===== config.mk =====
export PLATFORM = sky130hd
export DESIGN_NAME = trace_driver_emphasis_cfg_regs
export DESIGN_NICKNAME = d
export VERILOG_FILES = /design/src/trace_emph_pkg.sv /design/src/trace_emph_access_if.sv /design/src/trace_driver_emphasis_cfg_regs.sv /design/src/trace_emph_apb_front.sv
export VERILOG_INCLUDE_DIRS = /design/src
export SDC_FILE = /design/constraint.sdc
export NUM_CORES = 1
export LEC_CHECK = 0
export BUFFER_PORTS_ARGS = -buffer_cell sky130_fd_sc_hd__buf_2
export CAP_MARGIN = 20
export CORE_MARGIN = 2
export CORE_UTILIZATION = 54
export DETAILED_ROUTE_END_ITERATION = 8
export PLACE_DENSITY = 0.93
export SETUP_SLACK_MARGIN = 0.2
export SKIP_CTS_REPAIR_TIMING = 1
export SLEW_MARGIN = 40
export SYNTH_ARGS = -nofsm -noshare
export SYNTH_HDL_FRONTEND = slang
export SYNTH_HIERARCHICAL = 1
export SYNTH_SLANG_ARGS = --single-unit

===== constraint.sdc =====
create_clock -name i_ref_clk -period 2.05 [get_ports i_ref_clk]
set_clock_uncertainty 0.05 [all_clocks]
set_input_delay 0.1025 -clock i_ref_clk [delete_from_list [all_inputs] [get_ports i_ref_clk]]
set_output_delay 0.1025 -clock i_ref_clk [all_outputs]
set_load 0.02 [all_outputs]

===== src/trace_emph_defs.svh =====
// Constants for the trace driver emphasis configuration register bank.
// Summary of operation
// - HD out0 pulse width bits 12:8, reset 2.
// - HD out0 bit 6 powers emphasis down.
// - HD out0 amplitude bits 5:0, reset 1.
// - HD out0 swing bits 13:8, reset 11h.
// - Reserved fields reset as listed, stored as written.
// - 3G out1 pulse width bits 12:8, reset 2.
// - 3G out1 bit 6 powers emphasis down.
// - 3G out1 amplitude bits 5:0, reset 1.
// - 3G out1 swing bits 13:8, reset 11h.
`ifndef TRACE_EMPH_DEFS_SVH
`define TRACE_EMPH_DEFS_SVH

`define TDE_APB_AW 12
`define TDE_APB_DW 32
`define TDE_WORD_W 16

`define TDE_IDX_HD_EMPH 10'h02e
`define TDE_IDX_HD_SWING 10'h02f
`define TDE_IDX_3G_EMPH 10'h030
`define TDE_IDX_3G_SWING 10'h031

`define TDE_ADDR_HD_EMPH {`TDE_IDX_HD_EMPH, 2'b00}
`define TDE_ADDR_HD_SWING {`TDE_IDX_HD_SWING, 2'b00}
`define TDE_ADDR_3G_EMPH {`TDE_IDX_3G_EMPH, 2'b00}
`define TDE_ADDR_3G_SWING {`TDE_IDX_3G_SWING, 2'b00}

`define TDE_WIDTH_MSB 12
`define TDE_WIDTH_LSB 8
`define TDE_OFF_BIT 6
`define TDE_LEVEL_MSB 5
`define TDE_LEVEL_LSB 0
`define TDE_SWING_MSB 13
`define TDE_SWING_LSB 8

`define TDE_EMPH_RST 16'h0201
`define TDE_SWING_RST 16'h1170
`define TDE_WIDTH_RST 5'h02
`define TDE_LEVEL_RST 6'h01
`define TDE_SWING_LVL_RST 6'h11
`define TDE_SWING_LOW_RST 8'h70

`endif


===== src/trace_emph_pkg.sv =====
// Types and helper functions for the trace driver emphasis configuration bank.
`include "trace_emph_defs.svh"
package trace_emph_pkg;

  typedef logic [`TDE_WORD_W-1:0] cfg_word_t;

  typedef enum logic [4:0] {
    sel_none = 5'b00001,
    sel_hd_emph = 5'b00010,
    sel_hd_swing = 5'b00100,
    sel_3g_emph = 5'b01000,
    sel_3g_swing = 5'b10000
  } reg_sel_t;

  function automatic reg_sel_t decode_sel(input logic [`TDE_APB_AW-1:0] addr);
    reg_sel_t sel;
    sel = sel_none;
    if (addr[1:0] == 2'b00) begin
      case (addr[`TDE_APB_AW-1:2])
        `TDE_IDX_HD_EMPH: sel = sel_hd_emph;
        `TDE_IDX_HD_SWING: sel = sel_hd_swing;
        `TDE_IDX_3G_EMPH: sel = sel_3g_emph;
        `TDE_IDX_3G_SWING: sel = sel_3g_swing;
        default: sel = sel_none;
      endcase
    end
    return sel;
  endfunction : decode_sel

  function automatic cfg_word_t merge_word(input cfg_word_t old_word, input cfg_word_t new_word,
                                           input cfg_word_t mask);
    return (old_word & ~mask) | (new_word & mask);
  endfunction : merge_word

endpackage : trace_emph_pkg


===== src/trace_emph_access_if.sv =====
// Register access carrier between the bus front end and the register bank.
`timescale 1ns/100ps
`default_nettype none
interface trace_emph_access_if;
  trace_emph_pkg::reg_sel_t sel;
  logic wr_en;
  trace_emph_pkg::cfg_word_t wr_data;
  trace_emph_pkg::cfg_word_t wr_mask;
  trace_emph_pkg::cfg_word_t rd_data;

  modport front (
    output sel,
    output wr_en,
    output wr_data,
    output wr_mask,
    input rd_data
  );

  modport bank (
    input sel,
    input wr_en,
    input wr_data,
    input wr_mask,
    output rd_data
  );
endinterface : trace_emph_access_if
`default_nettype wire


===== src/trace_driver_emphasis_cfg_regs.sv =====
// Trace driver emphasis and swing configuration register bank with APB access.
//
// Decided for this implementation: the APB interface to the registers.
`timescale 1ns/100ps
`default_nettype none
`include "trace_emph_defs.svh"
module trace_driver_emphasis_cfg_regs (
  input wire logic i_ref_clk,
  input wire logic i_rst_n,
  input wire logic i_psel,
  input wire logic i_penable,
  input wire logic i_pwrite,
  input wire logic [`TDE_APB_AW-1:0] i_paddr,
  input wire logic [`TDE_APB_DW-1:0] i_pwdata,
  input wire logic [3:0] i_pstrb,
  output logic [`TDE_APB_DW-1:0] o_prdata,
  output logic o_pready,
  output logic o_pslverr,
  input wire logic i_serial_out_zero_rate_hd,
  input wire logic i_serial_out_one_rate_3g,
  output logic [4:0] o_hd_out0_emph_pulse_width,
  output logic o_hd_out0_emph_off,
  output logic [5:0] o_hd_out0_emph_level,
  output logic [5:0] o_hd_out0_swing_level,
  output logic o_hd_out0_set_active,
  output logic [4:0] o_rate3g_out1_emph_pulse_width,
  output logic o_rate3g_out1_emph_off,
  output logic [5:0] o_rate3g_out1_emph_level,
  output logic [5:0] o_rate3g_out1_swing_level,
  output logic o_rate3g_out1_set_active
);

  trace_emph_access_if acc ();

  trace_emph_apb_front u_front (
    .i_ref_clk(i_ref_clk),
    .i_rst_n(i_rst_n),
    .i_psel(i_psel),
    .i_penable(i_penable),
    .i_pwrite(i_pwrite),
    .i_paddr(i_paddr),
    .i_pwdata(i_pwdata),
    .i_pstrb(i_pstrb),
    .o_prdata(o_prdata),
    .o_pready(o_pready),
    .o_pslverr(o_pslverr),
    .acc(acc.front)
  );

  trace_emph_pkg::cfg_word_t hd_emph_reg;
  trace_emph_pkg::cfg_word_t hd_emph_next;
  trace_emph_pkg::cfg_word_t hd_swing_reg;
  trace_emph_pkg::cfg_word_t hd_swing_next;
  trace_emph_pkg::cfg_word_t rate3g_emph_reg;
  trace_emph_pkg::cfg_word_t rate3g_emph_next;
  trace_emph_pkg::cfg_word_t rate3g_swing_reg;
  trace_emph_pkg::cfg_word_t rate3g_swing_next;
  logic hd_active_reg;
  logic rate3g_active_reg;
  logic hd_emph_we;
  logic hd_swing_we;
  logic rate3g_emph_we;
  logic rate3g_swing_we;
  trace_emph_pkg::cfg_word_t rd_word;

  assign hd_emph_we = acc.wr_en & (acc.sel == trace_emph_pkg::sel_hd_emph);
  assign hd_swing_we = acc.wr_en & (acc.sel == trace_emph_pkg::sel_hd_swing);
  assign rate3g_emph_we = acc.wr_en & (acc.sel == trace_emph_pkg::sel_3g_emph);
  assign rate3g_swing_we = acc.wr_en & (acc.sel == trace_emph_pkg::sel_3g_swing);

  // Reserved bits are stored as written; software is expected to write back what it read.
  assign hd_emph_next = hd_emph_we ?
    trace_emph_pkg::merge_word(hd_emph_reg, acc.wr_data, acc.wr_mask) : hd_emph_reg;
  assign hd_swing_next = hd_swing_we ?
    trace_emph_pkg::merge_word(hd_swing_reg, acc.wr_data, acc.wr_mask) : hd_swing_reg;
  assign rate3g_emph_next = rate3g_emph_we ?
    trace_emph_pkg::merge_word(rate3g_emph_reg, acc.wr_data, acc.wr_mask) : rate3g_emph_reg;
  assign rate3g_swing_next = rate3g_swing_we ?
    trace_emph_pkg::merge_word(rate3g_swing_reg, acc.wr_data, acc.wr_mask) : rate3g_swing_reg;

  always_ff @(posedge i_ref_clk or negedge i_rst_n) begin
    if (!i_rst_n) begin
      hd_emph_reg <= `TDE_EMPH_RST;
      hd_swing_reg <= `TDE_SWING_RST;
      rate3g_emph_reg <= `TDE_EMPH_RST;
      rate3g_swing_reg <= `TDE_SWING_RST;
    end else begin
      hd_emph_reg <= hd_emph_next;
      hd_swing_reg <= hd_swing_next;
      rate3g_emph_reg <= rate3g_emph_next;
      rate3g_swing_reg <= rate3g_swing_next;
    end
  end

  // The rate indications come from logic on this clock, so one register stage suffices.
  always_ff @(posedge i_ref_clk or negedge i_rst_n) begin
    if (!i_rst_n) begin
      hd_active_reg <= 1'b0;
      rate3g_active_reg <= 1'b0;
    end else begin
      hd_active_reg <= i_serial_out_zero_rate_hd;
      rate3g_active_reg <= i_serial_out_one_rate_3g;
    end
  end

  assign rd_word = (acc.sel == trace_emph_pkg::sel_hd_emph) ? hd_emph_reg :
                   (acc.sel == trace_emph_pkg::sel_hd_swing) ? hd_swing_reg :
                   (acc.sel == trace_emph_pkg::sel_3g_emph) ? rate3g_emph_reg :
                   (acc.sel == trace_emph_pkg::sel_3g_swing) ? rate3g_swing_reg : 16'h0000;
  assign acc.rd_data = rd_word;

  assign o_hd_out0_emph_pulse_width = hd_emph_reg[`TDE_WIDTH_MSB:`TDE_WIDTH_LSB];
  assign o_hd_out0_emph_off = hd_emph_reg[`TDE_OFF_BIT];
  assign o_hd_out0_emph_level = hd_emph_reg[`TDE_LEVEL_MSB:`TDE_LEVEL_LSB];
  assign o_hd_out0_swing_level = hd_swing_reg[`TDE_SWING_MSB:`TDE_SWING_LSB];
  assign o_hd_out0_set_active = hd_active_reg;
  assign o_rate3g_out1_emph_pulse_width = rate3g_emph_reg[`TDE_WIDTH_MSB:`TDE_WIDTH_LSB];
  assign o_rate3g_out1_emph_off = rate3g_emph_reg[`TDE_OFF_BIT];
  assign o_rate3g_out1_emph_level = rate3g_emph_reg[`TDE_LEVEL_MSB:`TDE_LEVEL_LSB];
  assign o_rate3g_out1_swing_level = rate3g_swing_reg[`TDE_SWING_MSB:`TDE_SWING_LSB];
  assign o_rate3g_out1_set_active = rate3g_active_reg;

  logic apb_wr_full;
  logic apb_access;
  assign apb_access = i_psel & i_penable;
  assign apb_wr_full = apb_access & i_pwrite & (i_pstrb[1:0] == 2'b11);
endmodule : trace_driver_emphasis_cfg_regs
`default_nettype wire


===== src/trace_emph_apb_front.sv =====
// APB slave front end that decodes accesses for the emphasis register bank.
`timescale 1ns/100ps
`default_nettype none
`include "trace_emph_defs.svh"
module trace_emph_apb_front (
  input wire logic i_ref_clk,
  input wire logic i_rst_n,
  input wire logic i_psel,
  input wire logic i_penable,
  input wire logic i_pwrite,
  input wire logic [`TDE_APB_AW-1:0] i_paddr,
  input wire logic [`TDE_APB_DW-1:0] i_pwdata,
  input wire logic [3:0] i_pstrb,
  output logic [`TDE_APB_DW-1:0] o_prdata,
  output logic o_pready,
  output logic o_pslverr,
  trace_emph_access_if.front acc
);

  logic setup_phase;
  logic access_phase;
  logic addr_hit;
  logic [`TDE_APB_DW-1:0] prdata_reg;
  logic [`TDE_APB_DW-1:0] prdata_next;

  assign setup_phase = i_psel & ~i_penable;
  assign access_phase = i_psel & i_penable;
  assign acc.sel = trace_emph_pkg::decode_sel(i_paddr);
  assign addr_hit = (acc.sel != trace_emph_pkg::sel_none);
  // Byte lanes above the 16-bit word have no storage, so their strobes are ignored.
  assign acc.wr_mask = {{8{i_pstrb[1]}}, {8{i_pstrb[0]}}};
  assign acc.wr_data = i_pwdata[`TDE_WORD_W-1:0];
  assign acc.wr_en = access_phase & i_pwrite & addr_hit;

  // Read data is captured in the setup cycle so that it leaves a flip-flop in the access cycle.
  assign prdata_next = (setup_phase & ~i_pwrite) ? {16'h0000, acc.rd_data} : prdata_reg;

  always_ff @(posedge i_ref_clk or negedge i_rst_n) begin
    if (!i_rst_n) begin
      prdata_reg <= 32'h0000_0000;
    end else begin
      prdata_reg <= prdata_next;
    end
  end

  assign o_prdata = prdata_reg;
  assign o_pready = 1'b1;
  assign o_pslverr = access_phase & ~addr_hit;

endmodule : trace_emph_apb_front
`default_nettype wire


# Word level (Yosys, flattened, before mapping)
# Index checks and enable logic that the tools add are counted.
[word_totals]
ff_bits = 82
in_bits = 55
output_inout_bits = 72
word_cells = 46
[classes]
eq_ne = 9
muxes = 6
bitwise_logic = 23
reduce_logical = 1
[ops]
columns = ["operator", "n"]
rows = [
  ["bitwise AND 16 bit", 5],
  ["two-way mux 16 bit", 4],
  ["OR 16 bit", 4],
  ["== test 10 x 6 -> 1 bit (second input constant)", 4],
  ["one-hot mux 5 bit (4 select lines)", 1],
  ["inverter 16 bit", 1],
  ["bitwise AND 1 bit", 10],
  ["== test 5 x 2 -> 1 bit (second input constant)", 1],
  ["== test 5 x 3 -> 1 bit (second input constant)", 1],
  ["== test 5 x 4 -> 1 bit (second input constant)", 1],
  ["== test 5 bit (second input constant)", 1],
  ["two-way mux 5 bit", 1],
  ["inequality test 5 x 1 -> 1 bit (second input constant)", 1],
  ["inverter 1 bit", 3],
  ["logical NOT 2 bit", 1],
]

# Longest topological paths before layout
# Gate-level depths: netlist (run 1).
[depth]
ltp_word = 8
depth_mapped = 10
depth_no_buf = 7

# Cells and area by module
# The synthesis (run 1) kept the hierarchy.
[modules_own_cells]
columns = ["module", "instances", "cells_each", "area_per_inst_um2", "seq_area_each_um2"]
rows = [
  ["trace_driver_emphasis_cfg_regs", 1, 403, 4135.2, 1669.1],
  ["trace_emph_apb_front", 1, 98, 1086.0, 400.4],
]

# Worst setup path before layout (run 1)
# Ideal clock, no wire load.
[synth_timing]
path_kind = "input port to flip-flop"
from = "input port i_paddr[11]"
to = "register u_front.prdata_reg[6] (netlist: u_front/o_prdata[6])"
setup_time_ps = 125
arrival_ps = 2092
setup_slack_ps = -217
path_stages = 9
path_buffers = 2
cell_sequence = "nor4_1 and3_1 and3_1 buf_4 buf_2 or3b_2 a211oi_1 a31oi_1 mux2_2"
[synth_between]
elab_chain_len = 8
elab_cells_between_ends = 14
cone_classes = "eq/ne: 8; mux: 6"
[synth_rtl]
columns = ["item", "line_no", "text"]
rows = [
  ["from (decl)", "trace_driver_emphasis_cfg_regs.sv:13", "input wire logic [`TDE_APB_AW-1:0] i_paddr,"],
  ["== test 10 x 6 -> 1 bit", "trace_emph_pkg.sv:19", "case (addr[`TDE_APB_AW-1:2])"],
  ["one-hot mux 5 bit (4 select lines) (*)", "trace_emph_pkg.sv:19", ""],
  ["two-way mux 5 bit (*)", "trace_emph_pkg.sv:18", "if (addr[1:0] == 2'b00) begin"],
  ["net acc.sel[2]", "trace_emph_access_if.sv:5", "trace_emph_pkg::reg_sel_t sel;"],
  ["== test 5 bit", "trace_driver_emphasis_cfg_regs.sv:109", "(acc.sel == trace_emph_pkg::sel_3g_swing) ? rate3g_swing_reg : 16'h0000;"],
  ["two-way mux 16 bit", "trace_driver_emphasis_cfg_regs.sv:109", ""],
  ["two-way mux 16 bit", "trace_driver_emphasis_cfg_regs.sv:108", "(acc.sel == trace_emph_pkg::sel_3g_emph) ? rate3g_emph_reg :"],
  ["two-way mux 16 bit", "trace_driver_emphasis_cfg_regs.sv:107", "(acc.sel == trace_emph_pkg::sel_hd_swing) ? hd_swing_reg :"],
  ["two-way mux 16 bit (*)", "trace_driver_emphasis_cfg_regs.sv:106", "assign rd_word = (acc.sel == trace_emph_pkg::sel_hd_emph) ? hd_emph_reg :"],
  ["net acc.rd_data[6]", "trace_emph_access_if.sv:9", "trace_emph_pkg::cfg_word_t rd_data;"],
  ["to (signal assigned)", "trace_emph_apb_front.sv:42", "prdata_reg <= prdata_next;"],
  ["to (decl)", "trace_emph_apb_front.sv:23", "logic [`TDE_APB_DW-1:0] prdata_reg;"],
]
# The timed path passes the listed nets; every way through them passes the cells marked *.
# A chain may end at the register's enable or synchronous reset.

# Worst setup path in the final report (run 1)
[layout_timing]
from = "input port i_paddr[11]"
to = "register u_front.prdata_reg[15] (netlist: u_front/o_prdata[15])"
[layout_between]
elab_chain_len = 8
elab_cells_between_ends = 14
cone_classes = "eq/ne: 8; mux: 6"
[layout_rtl]
columns = ["item", "line_no"]
rows = [
  ["== test 10 x 6 -> 1 bit", "trace_emph_pkg.sv:19"],
  ["one-hot mux 5 bit (4 select lines) (*)", "trace_emph_pkg.sv:19"],
  ["two-way mux 5 bit (*)", "trace_emph_pkg.sv:18"],
  ["== test 5 bit", "trace_driver_emphasis_cfg_regs.sv:109"],
  ["two-way mux 16 bit", "trace_driver_emphasis_cfg_regs.sv:109"],
  ["two-way mux 16 bit", "trace_driver_emphasis_cfg_regs.sv:108"],
  ["two-way mux 16 bit", "trace_driver_emphasis_cfg_regs.sv:107"],
  ["two-way mux 16 bit (*)", "trace_driver_emphasis_cfg_regs.sv:106"],
  ["net acc.rd_data[15]", "trace_emph_access_if.sv:9"],
]
# Marked as above.

==> flow_summary.ini, run 1 <==
[status]
status = finished with violations
failed_checks = setup timing

[timing]
fin_ws_ns = -0.0340
fin_tns_setup_ns = -0.0340
finalCritPeriodShare_pct = 102
finalHoldViolCount = 0
relSlewSlack_pct = 51.5
rsz0062_at_grt = yes
finalSetupViolCount = 1
fmax_mhz = 480
period_needed_ns = 2.08
maxSlewViolCount = 0
tightest_slew_ns = 0.727
holdWs_ns = 0.125

[min_path]
holdCritPathClass = input pin to asynchronous set/reset pin

[synthesis]
synth-main-ff-cell = dfrtp_1
synthTopCellsByCount = 85 x buf_4, 68 x dfrtp_1, 65 x nand3_1
synth-seq-cells = 82
syn-cell-area_um2 = 5220
syn_inst = 501
yosysMostFrequentCell = buf_4
synth.avg_cell_area_um2 = 10.4
synth_top_area_share_pct = 32.6
synth_top_area_cell = dfrtp_1
synth_edf_count = 0
ys_seq_area_share_pct = 39.6
yosysWarnings = 6
synthTopCellsByArea = dfrtp_1 33%, mux2_2 13%, buf_4 12%, dfstp_2 7.0%, nand3_1 6.2%
synth_cell_types = 36
synth-async-reset-ratio_pct = 100

[place]
dp_hpwl_mm = 9.20
dpl.cell_count = 667
place_area_um2 = 5830
gp_congestion = 0.880
port_buffers = 91

[final_layout]
drive_gt1_share_pct = 53.1
stdcell_count = 720
fin_nets = 640
fin_area_um2 = 6540
area_growth_pct = 25.3

[critical_path]
worstPathCellList = buf_6 -> nor4_4 -> and3_4 -> buf_4 -> and3_2 -> or3b_2 -> a211oi_2 -> a31oi_1 -> mux2_2
cpPeakStageDelay_ns = 0.53
crit_path_top_delay_cell = or3b_2
crit_fanout = 5
rr_endpoint = u_front/o_prdata[15]
cpLargestDelayFamily = simple AND/OR/NAND/NOR gates
crit_start = i_paddr[11]
worst-r2r-setup-slack_ns = 0.30
crit_end = u_front/o_prdata[15]
crit_required_ns = 2.26
arrival_ns = 2.30
cp.depth = 9
crit_path_start_kind = input pin
worstSetupPathType = input pin to flop
worst-path-buf-inv = 2
reg2reg_depth = 4
crit_path_end_kind = flop

[route]
via_per_inst = 6.33
antenna_left = 0
routed_wl_mm = 16.5
routedWlPerCell_um = 22.9
drc_errors = 0
firstDrtPassIters = 5
drtIter0Drc = 521
num_vias = 4554

[power]
p_leak_nw = 3.15
vdd_drop_max_v = 0.000392
finalPower_w = 0.00321
power_density_nw_per_um2 = 490

[global_routing]
grt_pass1_wl_mm = 21.9
first_global_vias = 4141
grt_remaining_overflow = 0
antenna_found_initial = 1
grt_max_degree = 58
grt_usage_pct = 27.2

[clock_network]
clk_latency_ns = 0.37
clockBufferDepth = 2
clockRootBuffer = clkbuf_8
cts.sink_count = 82
ctsHtreeMaxLevel = 3
clkTransAtPathRegs_ns = 0.09
cts_tree = done
numCtsBuffers = 9

[die]
start_util_pct = 56.0
die-area_um2 = 10500
boundaryPins = 127
die_w_um = 102
die_height_um = 102
rows = 35
core-area_um2 = 9330

[flow_run]
max_cap_viol_count = 0
-- layer usage --
metal / GRT usage, % / share of wire [%] / up-vias / routed length (um)
li1: - / - / 1877 / -
met1: 34.4 / 38 / 2205 / 6310
met2: 44.9 / 47 / 368 / 7780
met3: 4.92 / 8.4 / 104 / 1380
met4: 13.9 / 6.4 / 0 / 1050
met5: 0 / 0 / - / 0
-- power breakdown --
group	total [W]	internal, W	switching, W
clock network	0.00137	0.000699	0.000673
logic	0.000215	0.0000756	0.000139
registers	0.00162	0.00162	0.000000526
-- per-stage QoR --
stage / setup slack (ns) / util, %
detailed placement: -0.279 / 62.5
global placement: -0.181 / 62.5
CTS: 0.0331 / 64.9
global route: -0.103 / 70.1
finish: -0.0340 / 70.1
floorplan: 0.00671 / -
-- cell families after synthesis --
logic type / count (synthesis) / share of synthesized area [%]
buffers and inverters: 120 / 15.4
AOI/OAI and AO/OA: 49 / 5.92
other: 2 / 0.144
and+or+nand+nor: 168 / 21.6
DFF: 82 / 39.6
muxes: 80 / 17.3
-- placed cells by master, fill, tap and decap left out, drive strengths merged, types with 17 or more instances in the layout --
cell / netlist / final
dfrtp: 68 / 68
nand3: 65 / 65
conb: 2 / 17
buf: 99 / 157
mux2: 80 / 80
and3b: 36 / 36
dlygate4sd3: 0 / 19
-- layout make-up --
class / instances / area, um2
antenna: 1 / 2.50
timing repair buffer: 177 / 1360
multi-input combinational: 315 / 2730
tap: 129 / 161
sequential: 82 / 2070
clock inverter: 7 / 98.8
clock buffer: 9 / 124
fill: 584 / 2790
-- worst min-delay path by stage --
stage / endpoint / slack, ns / cells past startpoint
6_report: asynchronous set/reset pin / 0.13 / 2
2_1_floorplan: asynchronous set/reset pin / -0.24 / 0
3_5_place_dp: asynchronous set/reset pin / -0.01 / 1
5_1_grt: asynchronous set/reset pin / 0.17 / 2
4_1_cts: asynchronous set/reset pin / -0.40 / 1
3_3_place_gp: u_front/o_prdata[11] / -0.01 / 1
No activity file was read; power rests on OpenSTA's default activity.
==> run 2, diff against run 1 <==
--- a/config.mk
+++ b/config.mk
@@ -11,5 +11,5 @@
 export CORE_MARGIN = 2
-export CORE_UTILIZATION = 54
+export CORE_UTILIZATION = 59
 export DETAILED_ROUTE_END_ITERATION = 8
-export PLACE_DENSITY = 0.93
+export PLACE_DENSITY = 0.95
 export SETUP_SLACK_MARGIN = 0.2
==> constraint.sdc (replaced) <==
create_clock -name i_ref_clk -period 2.45 [get_ports i_ref_clk]
set_clock_uncertainty 0.05 [all_clocks]
set_input_delay 0.49 -clock i_ref_clk [delete_from_list [all_inputs] [get_ports i_ref_clk]]
set_output_delay 0.49 -clock i_ref_clk [all_outputs]
set_load 0.02 [all_outputs]
==> run 2 against run 1 <==
The run now ends clean. Non-clock buffer count is 25 lower. Power is 20% lower. Via count decreased by 5.2%. Clock power shrank 23%. Critical path type unchanged.
==> flow_summary.ini, run 2 (same netlist as run 1, synthesis figures left out) <==
[status]
status = finished clean

[power]
power_density_nw_per_um2 = 417
vdd_drop_max_v = 0.000306
finalPower_w = 0.00257
p_leak_nw = 3.00

[route]
num_vias = 4318
firstDrtPassIters = 5
via_per_inst = 6.42
routedWlPerCell_um = 22.0
drtIter0Drc = 370
drc_errors = 0
antenna_left = 0
routed_wl_mm = 14.8

[timing]
rsz0062_at_grt = yes
finalHoldViolCount = 0
fin_tns_setup_ns = 0
maxSlewViolCount = 0
tightest_slew_ns = 0.659
relSlewSlack_pct = 56.1
finalCritPeriodShare_pct = 97.0
fmax_mhz = 421
period_needed_ns = 2.38
finalSetupViolCount = 0

[critical_path]
cpLargestDelayFamily = simple AND/OR/NAND/NOR gates
worstSetupPathType = input pin to flop
cpPeakStageDelay_ns = 0.30
worstPathCellList = buf_2 -> nor4_4 -> and3_4 -> and3_4 -> buf_12 -> nor2b_2 -> buf_4 -> o21ai_0 -> a31oi_1 -> mux2_2
crit_path_start_kind = input pin
crit_path_end_kind = flop
crit_path_frequent_cell = and3_4
worst-path-buf-inv = 3
arrival_ns = 2.63
crit_fanout = 15
crit_required_ns = 2.71
crit_path_top_delay_cell = and3_4

[place]
place_area_um2 = 5720
port_buffers = 91
gp_congestion = 0.826
dp_hpwl_mm = 9.08

[clock_network]
clk_latency_ns = 0.37
ctsHtreeMaxLevel = 3
numCtsBuffers = 9
clkTransAtPathRegs_ns = 0.09
cts_tree = done
clockBufferDepth = 2
clockRootBuffer = clkbuf_8
cts.sink_count = 82

[final_layout]
drive_gt1_share_pct = 53.3
final_common_cell = buf_2
fin_nets = 615
fin_util_pct = 71.4
area_growth_pct = 18.1
final_cell_mix = 88 x buf_2, 68 x dfrtp_1, 54 x nand3_1, 49 x mux2_2, 49 x buf_4
fin_area_um2 = 6170
diodes = 0
fillers = 582

[global_routing]
grt_remaining_overflow = 0
grt_pass1_wl_mm = 21.3
first_global_vias = 4243
grt_max_degree = 46
antenna_found_initial = 0
grt_usage_pct = 28.0

[min_path]
holdCritPathClass = input pin to asynchronous set/reset pin

[die]
start_util_pct = 60.5
boundaryPins = 127
die_height_um = 98.1
die-area_um2 = 9620
die_w_um = 98.1
core-area_um2 = 8640
rows = 34

[flow_run]
max_cap_viol_count = 0
## run 2: changes by cell type in the layout (fill, tap and decap cells not counted), moves of 3 or more
cell | previous run | this run
buf_6 | 10 | 7
buf_12 | 10 | 6
mux2_4 | 18 | 14
mux2_1 | 14 | 17
buf_4 | 46 | 49
dlygate4sd3_1 | 19 | 0
## run 2: power breakdown
| group | switching [W] | internal [W] | leakage [nW] |
|---|---|---|---|
| Combinational | 0.000111 | 0.0000442 | 1.81 |
| Sequential | 0.000000369 | 0.00136 | 1.09 |
| Clock | 0.000550 | 0.000510 | 0.0999 |
| Total | 0.000661 | 0.00191 | 3.00 |
## run 2: area by class of cell
cell class	instances	area [um2]	area share [%]
flip-flops and latches	82	2070	33.6
well taps	108	135	2.19
clock buffers	10	138	2.23
multi-input cells	315	2710	43.9
clock inverters	6	71.3	1.16
repair buffers	152	1050	17.0
## run 2: worst paths after layout
kind	start	end	slack, ns	cells past startpoint
worst max-delay path	i_paddr[10]	u_front/o_prdata[1]	0.07	10
worst min-delay path	i_rst_n	asynchronous set/reset pin	0.05	1
worst max register to register	flop	u_front/o_prdata[1]	0.92	4
worst min register to register	flop	flop	0.46	1
max in group asynchronous	i_rst_n	asynchronous set/reset pin	1.51	2
min in group i_ref_clk	i_serial_out_zero_rate_hd	o_hd_out0_set_active	0.17	1
## run 2: per-stage QoR
| step | setup slack, ns | hold slack, ns | std cells |
|---|---|---|---|
| final | 0.0729 | 0.0544 | 673 |
| after global routing | 0.00851 | 0.0950 | 673 |
| after CTS | 0.102 | 0.0772 | 660 |
| after detailed placement | -0.289 | 0.433 | 644 |
| after global placement | -0.337 | 0.418 | 642 |
| after floorplan | 0.0192 | 0.144 | 516 |
## run 2: layer usage
layer | track usage, % | part of all wire, %
met3 | 5.58 | 8.4
met1 | 33.6 | 38
met2 | 47.2 | 50
met4 | 15.7 | 4.4
met5 | 0 | 0
==> run 3, diff against run 2 <==
Settings changed: SETUP_SLACK_MARGIN 0.2 to 0.05, TNS_END_PERCENT set to 50.
==> run 3 against run 2 <==
Die area unchanged. Routed wire length down 13%. Clock power up 8%. Utilization down 3.5 points. Maximum frequency up 0.72%. Largest power group unchanged. Register-to-register slack worse by 0.06 ns. Global-route usage down 1.9 points. First-iteration DRC count down 40%. Critical path depth unchanged. Non-clock buffer count down 15. Sequential cell count unchanged. Clock-buffer cell count up 1.
==> flow_summary.ini, run 3 (same netlist as run 1, synthesis figures left out) <==
[status]
status = finished clean

[die]
die_height_um = 98.1
core-area_um2 = 8640
boundaryPins = 127
die-area_um2 = 9620
rows = 34
start_util_pct = 60.5
die_w_um = 98.1

[global_routing]
grt_pass1_wl_mm = 20.1
grt_remaining_overflow = 0
antenna_found_initial = 0
grt_max_degree = 47
grt_usage_pct = 26.1
first_global_vias = 4050

[route]
routed_wl_mm = 12.9
via_per_inst = 6.23
drc_errors = 0
antenna_left = 0
firstDrtPassIters = 5
routedWlPerCell_um = 19.6
drtIter0Drc = 223
num_vias = 4101

[power]
p_seq_share_pct = 51.3
p_leak_nw = 2.86
finalPower_w = 0.00264
power_switching_share_pct = 23.1
internal_power_w = 0.00203
vdd_drop_max_v = 0.000401
power_density_nw_per_um2 = 451
power.switching_w = 0.000612
p_comb_share_pct = 5.5
clkPwrFrac_pct = 43.2

[final_layout]
fillers = 602
area_growth_pct = 12.3
final_cell_mix = 90 x buf_2, 68 x dfrtp_1, 65 x nand3_1, 62 x mux2_2, 40 x buf_4
diodes = 0
drive_gt1_share_pct = 48.2
fin_nets = 600
final_common_cell = buf_2

[timing]
tightest_slew_ns = 0.572
finalSetupViolCount = 0
holdWs_ns = 0.0476
finalHoldViolCount = 0
fmax_mhz = 424
fin_tns_setup_ns = 0
rsz0062_at_grt = yes
finalCritPeriodShare_pct = 96.3
maxSlewViolCount = 0
period_needed_ns = 2.36
relSlewSlack_pct = 61.9

[critical_path]
crit_required_ns = 2.71
crit_path_start_kind = input pin
worstPathCellList = buf_2 -> nor4_4 -> and3_4 -> and3b_1 -> buf_4 -> or3_1 -> buf_4 -> a211oi_2 -> a31oi_1 -> mux2_2
crit_fanout = 10
crit_path_end_kind = flop
worstSetupPathType = input pin to flop
crit_path_frequent_cell = buf_4
crit_path_top_delay_cell = nor4_4
arrival_ns = 2.62
cpPeakStageDelay_ns = 0.32

[place]
gp_congestion = 0.848
dp_hpwl_mm = 8.67
port_buffers = 91

[clock_network]
numCtsBuffers = 9
clockBufferDepth = 2
cts.sink_count = 82
clockRootBuffer = clkbuf_8
clk_latency_ns = 0.36
ctsHtreeMaxLevel = 3
cts_tree = done
clkTransAtPathRegs_ns = 0.09

[min_path]
holdCritPathClass = input pin to asynchronous set/reset pin

[flow_run]
max_cap_viol_count = 0
-- run 3: cell types whose count changed in the layout (fill, tap and decap cells not counted), moves of 3 or more --
cell and delta:
nand3_2 -11, nand3_1 +11, buf_4 -9, buf_6 -5
a211oi_1 +3, mux2_2 +13, or3b_4 -5, a211oi_2 -3
or3b_2 +5, mux2_4 -14
-- run 3: power groups by stage --
stage               combinational (W)  sequential, W  clock (W)
global route                 0.000159        0.00136    0.00122
global placement             0.000140        0.00138          0
detailed placement           0.000144        0.00138          0
finish                       0.000146        0.00136    0.00114
CTS                          0.000144        0.00136    0.00116
floorplan                    0.000113        0.00138          0
-- run 3: metal layers --
metal / global-route usage (%) / vias to the layer above / routed length [um]
li1: - / 1801 / -
met1: 30.5 / 2053 / 4960
met3: 6.01 / 32 / 874
met2: 46.6 / 215 / 6710
met4: 9.94 / 0 / 321
met5: 0 / - / 0
-- run 3: final cells by class --
class | instances | area [um2] | share of cell area (%)
multi-input combinational | 315 | 2540 | 43.4
clock inverter | 5 | 85.1 | 1.45
clock buffer | 11 | 151 | 2.58
tap | 108 | 135 | 2.31
sequential | 82 | 2070 | 35.3
timing repair buffer | 137 | 878 | 15.0
-- run 3: final timing paths --
| kind | start | endpoint | slack [ns] | cells past startpoint |
|---|---|---|---|---|
| setup / recovery | i_paddr[0] | u_front/o_prdata[14] | 0.09 | 10 |
| hold / removal | i_rst_n | u_front/o_prdata[9] | 0.05 | 1 |
| setup reg to reg | flop | u_front/o_prdata[2] | 0.86 | 4 |
| hold reg to reg | u_front/o_prdata[8] | u_front/o_prdata[8] | 0.46 | 1 |
| max in group asynchronous | i_rst_n | asynchronous set/reset pin | 1.62 | 2 |
| min in group i_ref_clk | i_serial_out_one_rate_3g | o_rate3g_out1_set_active | 0.19 | 1 |
-- run 3: worst max-delay path, delay by kind of cell --
kind	cells	cell delay, ns
buffers and inverters	3	0.60
muxes	1	0.20
AOI/OAI and AO/OA	2	0.28
and+or+nand+nor	4	1.05
-- run 3: through the flow --
stage	util (%)	area (um2)	worst slack (ns)	std cells
finish	67.9	5860	0.0899	658
global route	67.9	5860	-0.00452	658
CTS	67.2	5810	0.0883	654
detailed placement	64.5	5570	-0.304	638
global placement	64.2	5550	-0.357	636
floorplan	-	5420	0.0150	516
